`src/include/pin_mux_map.svh`:
```
`ifndef PIN_MUX_MAP_SVH
`define PIN_MUX_MAP_SVH
// Register indices on the plain register port
`define PORT_B_CFG_ADDR 4'h0
`define PORT_C_CFG_ADDR 4'h1
`define PORT_B_OUT_ADDR 4'h2
`define PORT_C_OUT_ADDR 4'h3
`define PORT_B_OE_ADDR 4'h4
`define PORT_C_OE_ADDR 4'h5
`define PORT_B_PIN_ADDR 4'h6
`define PORT_C_PIN_ADDR 4'h7
`define TIMER_CTRL_ADDR 4'h8
`define IRQ_STAT_ADDR 4'h9
`define IRQ_MASK_ADDR 4'ha
// Timer control field positions
`define TCTL_T0_SEL_BIT 0
`define TCTL_T1_SEL_BIT 1
`define TCTL_T2_SEL_BIT 2
`define TCTL_IT0_BIT 3
`define TCTL_IT1_BIT 4
// Interrupt status field positions
`define IRQ_FOUR_BIT 0
`define IRQ_FIVE_BIT 1
`define IRQ_SIX_BIT 2
`define IRQ_ZERO_BIT 3
`define IRQ_ONE_BIT 4
// Select bits of the pins that become alternate inputs
`define B_ALT_IN_MASK 8'h77
`define C_ALT_IN_MASK 6'h3d
// Reset values
`define CFG_B_RESET 8'h00
`define CFG_C_RESET 6'h00
`define TCTL_RESET 5'h00
`define IRQ_RESET 5'h00
`endif

```
`src/include/pin_mux_pkg.sv`:
```
package pin_mux_pkg;
  typedef logic [3:0] reg_addr_type;
  typedef logic [7:0] reg_data_type;
  typedef logic [4:0] irq_vec_type;
endpackage

```
`src/design/port_b_c_alternate_function_mux.sv`:
```
`timescale 1ns/1ps
`include "pin_mux_map.svh"
// Notes on behaviour
// - port_b_line_0 select picks GPIO or timer2 input
// - Timer2 counts pin only when counter-select set
// - port_b_line_1 select picks GPIO or capture/reload
// - port_b_line_2 select feeds uart1 receive
// - port_b_line_3 select drives uart1 transmit output
// - port_b_line_4 rising edge raises irq four
// - port_b_line_5 falling edge raises irq five
// - port_b_line_6 rising edge raises irq six
// - port_b_line_7 select drives timer2 overflow strobe
// - Overflow strobe high one cycle per overflow
// - port_c_line_0 select feeds uart0 receive
// - port_c_line_1 select drives uart0 transmit output
// - port_c_line_2 irq zero, edge or level
// - port_c_line_3 irq one, edge or level
// - port_c_line_4 counts timer0 when counter-select set
// - port_c_line_5 counts timer1 when counter-select set
module port_b_c_alternate_function_mux (
  input wire logic clk_sys_i, // 100 MHz core clock
  input wire logic rst_b_i, // Async reset, active low
  input wire pin_mux_pkg::reg_addr_type reg_addr_i, // Register index
  input wire pin_mux_pkg::reg_data_type reg_wdata_i, // Write data
  input wire logic reg_wr_i, // Write strobe
  input wire logic reg_rd_i, // Read strobe
  output pin_mux_pkg::reg_data_type reg_rdata_o, // Read data, cycle after strobe
  input wire logic [7:0] port_b_in_i, // Port B pad inputs
  output logic [7:0] port_b_out_o, // Port B pad outputs
  output logic [7:0] port_b_oe_o, // Port B pad output enables
  input wire logic [5:0] port_c_in_i, // Port C pad inputs
  output logic [5:0] port_c_out_o, // Port C pad outputs
  output logic [5:0] port_c_oe_o, // Port C pad output enables
  input wire logic timer2_overflow_i, // Timer2 overflow event, one cycle
  input wire logic uart1_transmit_i, // UART1 shift clock or data
  input wire logic uart0_transmit_i, // UART0 shift clock or data
  output logic timer0_ext_input_o, // Gated count input timer0
  output logic timer1_ext_input_o, // Gated count input timer1
  output logic timer2_ext_input_o, // Gated count input timer2
  output logic timer2_capture_reload_input_o, // Capture/reload input
  output logic uart1_receive_input_o, // UART1 receive data
  output logic uart0_receive_input_o, // UART0 receive data
  output logic timer0_counter_select_o, // Timer0 counter mode
  output logic timer1_counter_select_o, // Timer1 counter mode
  output logic timer2_counter_select_o, // Timer2 counter mode
  output logic irq_o // Level interrupt, unmasked pending
);
  import pin_mux_pkg::*;

  logic [7:0] port_b_function_config_ff;
  logic [5:0] port_c_function_config_ff;
  logic [7:0] gpio_b_out_ff;
  logic [7:0] gpio_b_oe_ff;
  logic [5:0] gpio_c_out_ff;
  logic [5:0] gpio_c_oe_ff;
  logic [4:0] timer_ctrl_ff;
  irq_vec_type irq_stat_ff;
  irq_vec_type irq_mask_ff;
  irq_vec_type irq_event;
  logic [7:0] port_b_prev_ff;
  logic [5:0] port_c_prev_ff;
  logic timer2_overflow_strobe_ff;
  logic [7:0] reg_rdata_ff;
  logic [7:0] nxt_rdata;
  logic irq_zero_trigger_type;
  logic irq_one_trigger_type;
  logic stat_rd;

  assign irq_zero_trigger_type = timer_ctrl_ff[`TCTL_IT0_BIT];
  assign irq_one_trigger_type = timer_ctrl_ff[`TCTL_IT1_BIT];
  assign timer0_counter_select_o = timer_ctrl_ff[`TCTL_T0_SEL_BIT];
  assign timer1_counter_select_o = timer_ctrl_ff[`TCTL_T1_SEL_BIT];
  assign timer2_counter_select_o = timer_ctrl_ff[`TCTL_T2_SEL_BIT];
  assign stat_rd = reg_rd_i && (reg_addr_i == `IRQ_STAT_ADDR);

  // Function select registers; zero at reset leaves every pin a GPIO input
  always_ff @(posedge clk_sys_i or negedge rst_b_i) begin
    if (!rst_b_i) begin
      port_b_function_config_ff <= `CFG_B_RESET;
      port_c_function_config_ff <= `CFG_C_RESET;
    end else if (reg_wr_i && reg_addr_i == `PORT_B_CFG_ADDR) begin
      port_b_function_config_ff <= reg_wdata_i;
    end else if (reg_wr_i && reg_addr_i == `PORT_C_CFG_ADDR) begin
      port_c_function_config_ff <= reg_wdata_i[5:0];
    end
  end

  // General-purpose output data and direction
  always_ff @(posedge clk_sys_i or negedge rst_b_i) begin
    if (!rst_b_i) begin
      gpio_b_out_ff <= 8'h00;
      gpio_b_oe_ff <= 8'h00;
      gpio_c_out_ff <= 6'h00;
      gpio_c_oe_ff <= 6'h00;
    end else if (reg_wr_i) begin
      case (reg_addr_i)
        `PORT_B_OUT_ADDR: gpio_b_out_ff <= reg_wdata_i;
        `PORT_B_OE_ADDR: gpio_b_oe_ff <= reg_wdata_i;
        `PORT_C_OUT_ADDR: gpio_c_out_ff <= reg_wdata_i[5:0];
        `PORT_C_OE_ADDR: gpio_c_oe_ff <= reg_wdata_i[5:0];
        default: ;
      endcase
    end
  end

  // Timer mode and interrupt trigger-type bits
  always_ff @(posedge clk_sys_i or negedge rst_b_i) begin
    if (!rst_b_i) begin
      timer_ctrl_ff <= `TCTL_RESET;
    end else if (reg_wr_i && reg_addr_i == `TIMER_CTRL_ADDR) begin
      timer_ctrl_ff <= reg_wdata_i[4:0];
    end
  end

  // Interrupt mask
  always_ff @(posedge clk_sys_i or negedge rst_b_i) begin
    if (!rst_b_i) begin
      irq_mask_ff <= `IRQ_RESET;
    end else if (reg_wr_i && reg_addr_i == `IRQ_MASK_ADDR) begin
      irq_mask_ff <= reg_wdata_i[4:0];
    end
  end

  // Previous pin levels for edge detection; pins are synchronous already
  always_ff @(posedge clk_sys_i or negedge rst_b_i) begin
    if (!rst_b_i) begin
      port_b_prev_ff <= 8'h00;
      port_c_prev_ff <= 6'h3f; // Active-low lines idle high
    end else begin
      port_b_prev_ff <= port_b_in_i;
      port_c_prev_ff <= port_c_in_i;
    end
  end

  // Interrupt events, only while the pin is given to its interrupt
  always_comb begin
    irq_event = '0;
    irq_event[`IRQ_FOUR_BIT] = port_b_function_config_ff[4] &&
      port_b_in_i[4] && !port_b_prev_ff[4];
    irq_event[`IRQ_FIVE_BIT] = port_b_function_config_ff[5] &&
      !port_b_in_i[5] && port_b_prev_ff[5];
    irq_event[`IRQ_SIX_BIT] = port_b_function_config_ff[6] &&
      port_b_in_i[6] && !port_b_prev_ff[6];
    // Level mode keeps requesting while low; edge mode fires once on the fall
    irq_event[`IRQ_ZERO_BIT] = port_c_function_config_ff[2] && !port_c_in_i[2] &&
      (!irq_zero_trigger_type || port_c_prev_ff[2]);
    irq_event[`IRQ_ONE_BIT] = port_c_function_config_ff[3] && !port_c_in_i[3] &&
      (!irq_one_trigger_type || port_c_prev_ff[3]);
  end

  // Sticky status; a read clears, but a new event in that cycle survives
  always_ff @(posedge clk_sys_i or negedge rst_b_i) begin
    if (!rst_b_i) begin
      irq_stat_ff <= `IRQ_RESET;
    end else begin
      irq_stat_ff <= (stat_rd ? 5'h00 : irq_stat_ff) | irq_event;
    end
  end

  assign irq_o = |(irq_stat_ff & irq_mask_ff);

  // Overflow strobe registered so the pin sees exactly one cycle per overflow
  always_ff @(posedge clk_sys_i or negedge rst_b_i) begin
    if (!rst_b_i) begin
      timer2_overflow_strobe_ff <= 1'b0;
    end else begin
      timer2_overflow_strobe_ff <= timer2_overflow_i;
    end
  end

  // Inputs to timers and UARTs; unselected pins present idle levels
  assign timer2_ext_input_o = port_b_function_config_ff[0] && timer2_counter_select_o &&
    port_b_in_i[0];
  assign timer2_capture_reload_input_o = port_b_function_config_ff[1] &&
    port_b_in_i[1];
  assign uart1_receive_input_o = port_b_function_config_ff[2] ? port_b_in_i[2] : 1'b1;
  assign uart0_receive_input_o = port_c_function_config_ff[0] ? port_c_in_i[0] : 1'b1;
  assign timer0_ext_input_o = port_c_function_config_ff[4] && timer0_counter_select_o &&
    port_c_in_i[4];
  assign timer1_ext_input_o = port_c_function_config_ff[5] && timer1_counter_select_o &&
    port_c_in_i[5];

  // Pad drivers: alternate outputs take over the pad, inputs release it
  always_comb begin
    port_b_out_o = gpio_b_out_ff;
    port_b_oe_o = gpio_b_oe_ff & ~port_b_function_config_ff;
    port_c_out_o = gpio_c_out_ff;
    port_c_oe_o = gpio_c_oe_ff & ~port_c_function_config_ff;
    if (port_b_function_config_ff[3]) begin
      port_b_out_o[3] = uart1_transmit_i;
      port_b_oe_o[3] = 1'b1;
    end
    if (port_b_function_config_ff[7]) begin
      port_b_out_o[7] = timer2_overflow_strobe_ff;
      port_b_oe_o[7] = 1'b1;
    end
    if (port_c_function_config_ff[1]) begin
      port_c_out_o[1] = uart0_transmit_i;
      port_c_oe_o[1] = 1'b1;
    end
  end

  // Read mux; unmapped indices read zero
  always_comb begin
    case (reg_addr_i)
      `PORT_B_CFG_ADDR: nxt_rdata = port_b_function_config_ff;
      `PORT_C_CFG_ADDR: nxt_rdata = {2'h0, port_c_function_config_ff};
      `PORT_B_OUT_ADDR: nxt_rdata = gpio_b_out_ff;
      `PORT_C_OUT_ADDR: nxt_rdata = {2'h0, gpio_c_out_ff};
      `PORT_B_OE_ADDR: nxt_rdata = gpio_b_oe_ff;
      `PORT_C_OE_ADDR: nxt_rdata = {2'h0, gpio_c_oe_ff};
      `PORT_B_PIN_ADDR: nxt_rdata = port_b_in_i;
      `PORT_C_PIN_ADDR: nxt_rdata = {2'h0, port_c_in_i};
      `TIMER_CTRL_ADDR: nxt_rdata = {3'h0, timer_ctrl_ff};
      `IRQ_STAT_ADDR: nxt_rdata = {3'h0, irq_stat_ff};
      `IRQ_MASK_ADDR: nxt_rdata = {3'h0, irq_mask_ff};
      default: nxt_rdata = 8'h00;
    endcase
  end

  always_ff @(posedge clk_sys_i or negedge rst_b_i) begin
    if (!rst_b_i) begin
      reg_rdata_ff <= 8'h00;
    end else if (reg_rd_i) begin
      reg_rdata_ff <= nxt_rdata;
    end else begin
      reg_rdata_ff <= 8'h00;
    end
  end

  assign reg_rdata_o = reg_rdata_ff;
endmodule

```
`config.mk`:
```
export PLATFORM = sky130hd
export DESIGN_NAME = port_b_c_alternate_function_mux
export DESIGN_NICKNAME = d
export VERILOG_FILES = /design/src/include/pin_mux_pkg.sv /design/src/design/port_b_c_alternate_function_mux.sv
export VERILOG_INCLUDE_DIRS = /design/src /design/src/include
export SDC_FILE = /design/constraint.sdc
export NUM_CORES = 1
export LEC_CHECK = 0
export ABC_CLOCK_PERIOD_IN_PS = 4000
export BUFFER_PORTS_ARGS = -buffer_cell sky130_fd_sc_hd__buf_2
export CAP_MARGIN = 20
export CORE_MARGIN = 4
export CORE_UTILIZATION = 35
export DETAILED_ROUTE_END_ITERATION = 10
export HOLD_SLACK_MARGIN = 0.12
export PLACE_DENSITY_LB_ADDON = 0.3
export SYNTH_ARGS = -nofsm -noshare
export SYNTH_HDL_FRONTEND = slang
export SYNTH_SLANG_ARGS = --single-unit
```
`constraint.sdc`:
```
create_clock -name clk_sys_i -period 4 [get_ports clk_sys_i]
set_clock_uncertainty 0.05 [all_clocks]
set_input_delay 0.8 -clock clk_sys_i [delete_from_list [all_inputs] [get_ports clk_sys_i]]
set_output_delay 0.8 -clock clk_sys_i [all_outputs]
set_load 0.02 [all_outputs]
```
==> flow_summary.json <==
{
  "ctsResizeCount": 0,
  "cts_root_buf": "clkbuf_8",
  "p_total_uw": 2194,
  "end_kind": "register",
  "final_nets": 383,
  "fmax_ghz": 0.4260,
  "synth-edff-count": 0,
  "arrival_ns": 2.52,
  "required_ns": 4.17,
  "setup_tns_ns": 0,
  "synth_area_leader_cell": "dfrtp_1",
  "ys_async_sr_fraction_pct": 100.0,
  "dp_hpwl_mm": 6.596,
  "portBuffers": 78,
  "tightest_slew_ns": 0.8116,
  "synth_seq_area_share_pct": 49.32,
  "multi_input_area_sq_um": 1644,
  "grt_use_total_pct": 16.32,
  "clockBufferDepth": 2,
  "drv_slew": 0,
  "grt_start_max_net_pins": 53,
  "utilization_pct": 42.60,
  "syn_area_sq_um": 3607,
  "cp-start-kind": "primary input",
  "ys_warn_count": 0,
  "crit_type": "in2reg",
  "hold_path.class": "in2async",
  "rsz0062_at_grt": "no",
  "cts_hold_buf": 0,
  "die_h_um": 109.5,
  "grt_pass1_wl_mm": 14.67,
  "finalSetupViolCount": 0,
  "grt_pass1_vias": 2624,
  "postLayoutCellArea_sq_um": 4222,
  "final_common_cell": "buf_2",
  "num_vias": 2480,
  "powerDensity_nw_per_um2": 519.8,
  "layout-drive-gt1-share_pct": 47.61,
  "layout_min_cycle_time_ns": 2.347,
  "final_cell_mix": "buf_2 (78), dfrtp_1 (69), mux2_2 (52)",
  "vias_per_cell": 5.082,
  "synth_top_area_share_pct": 47.87,
  "drtPass1Iterations": 4,
  "seq_area_sq_um": 1779,
  "synthesis.nets": 316,
  "routedWlPerCell_um": 19.34,
  "ys.flop_type": "dfrtp_1",
  "dp_cells": 472,
  "antenna_found_initial": 0,
  "ctsHtreeMaxLevel": 3,
  "clock_sinks": 71,
  "yosys_register_bits": 71,
  "hold_viol_final": 0,
  "max_slew_margin_pct": 45.89,
  "stdcell_count": 488,
  "max-cap-violations": 0,
  "rows": 36,
  "postRouteWirelength_mm": 9.438,
  "synth_area_leaders": "dfrtp_1 (48%), mux2_2 (16%), mux4_2 (3.7%)",
  "syn_to_final_growth_pct": 17.03,
  "dpl_cell_area_sq_um": 3999,
  "ir_drop_mv": 0.2033,
  "clkLatencyLatePin_ns": 0.34,
  "diodes": 0,
  "place.gp.congestion": 0.8272,
  "cp_max_fo": 29,
  "drt.antenna.violating_nets": 0,
  "coreArea_sq_um": 9910,
  "tritoncts": "done",
  "synth_cell_types": 50,
  "die_area_sq_um": 11990,
  "status": "finished clean",
  "start_util_pct": 36.40,
  "ios": 79,
  "synth.avg_cell_area_sq_um": 12.75,
  "cts_setup_buffers": 0,
  "finalCritPeriodShare_pct": 58.69,
  "cts.clk_slew.worst_paths_ns": 0.08,
  "fillCellCount": 978,
  "numCtsBuffers": 9,
  "p_leak_uw": 0.001965,
  "fp.dieW_um": 109.5,
  "drt_first_iter_violations": 85,
  "netlist_instances": 283,
  "overflow": 0,
  "drc": 0
}
synthesized netlist by cell type, types with 5 or more instances:
master	instances
dfrtp_1	69
mux2_2	52
nand2_1	19
buf_4	14
nor2b_1	13
mux2_1	7
mux2i_1	7
and3_1	6
buf_2	6
mux4_2	6
nand3_1	6
a31oi_1	5
nand2b_1	5
nand3b_1	5
o21ai_0	5
cell families after synthesis:
| group | synth area share [%] |
|---|---|
| and+or+nand+nor | 13.63 |
| muxes | 24.52 |
| DFF | 49.32 |
| AOI/OAI and AO/OA | 7.423 |
| buffers and inverters | 5.099 |
worst paths after layout:
path | slack [ns] | from | to | cells past startpoint
worst max register to register | 2.58 | port_c_function_config_ff[5] | reg_rdata_o[5] | 4
max in group asynchronous | 2.51 | rst_b_i | gpio_b_oe_ff[1] | 2
worst max-delay path | 1.65 | reg_addr_i[0] | port_c_function_config_ff[5] | 4
worst min-delay path | 0.35 | rst_b_i | port_b_function_config_ff[4] | 1
worst min register to register | 0.40 | port_b_prev_ff[6] | irq_stat_ff[2] | 1
min in group clk_sys_i | 0.40 | port_b_prev_ff[6] | irq_stat_ff[2] | 1
layer usage:
layer  wire (um)  share of wire, %  vias up  track usage (%)
met5           0                 0        -                0
met2        4598                49       69            25.54
li1            -                 -     1156                -
met1        4265                45     1248            22.88
met3         478               5.1        7            2.525
met4          96               1.0        0            6.144
stage by stage:
step / worst slack, ns / hold WS (ns)
final: 1.653 / 0.3463
after global routing: 1.586 / 0.3726
after CTS: 1.639 / 0.3517
after detailed placement: 1.318 / 0.3881
after global placement: 1.381 / 0.3656
after floorplan: 2.045 / 0.3603
power by group:
part / internal (uW) / switching, uW
clock network: 369 / 273
registers: 862 / 124
logic: 269 / 297
final cells by class:
class                   count  area share [%]
flip-flops and latches     71           42.15
multi-input cells         186           38.94
repair buffers             79           9.425
well taps                 133           3.942
clock buffers              11           3.349
clock inverters             5           1.926
inverters                   3          0.2667
worst max-delay path, cell delays in order:
cell     delay [ns]
buf_2          0.56
nor2b_1        0.32
nand3_1        0.41
mux2_2         0.41
flip-flops by register name (all words and copies together), names as in the netlist:
name / count
gpio_b_oe_ff: 8
gpio_b_out_ff: 8
gpio_c_oe_ff: 6
gpio_c_out_ff: 6
irq_mask_ff: 5
irq_stat_ff: 5
port_b_function_config_ff: 8
port_b_prev_ff: 3
port_c_function_config_ff: 6
port_c_prev_ff: 2
reg_rdata_o: 8
timer2_overflow_strobe_ff: 1
timer_ctrl_ff: 5
No activity file was read; power rests on OpenSTA's default activity.
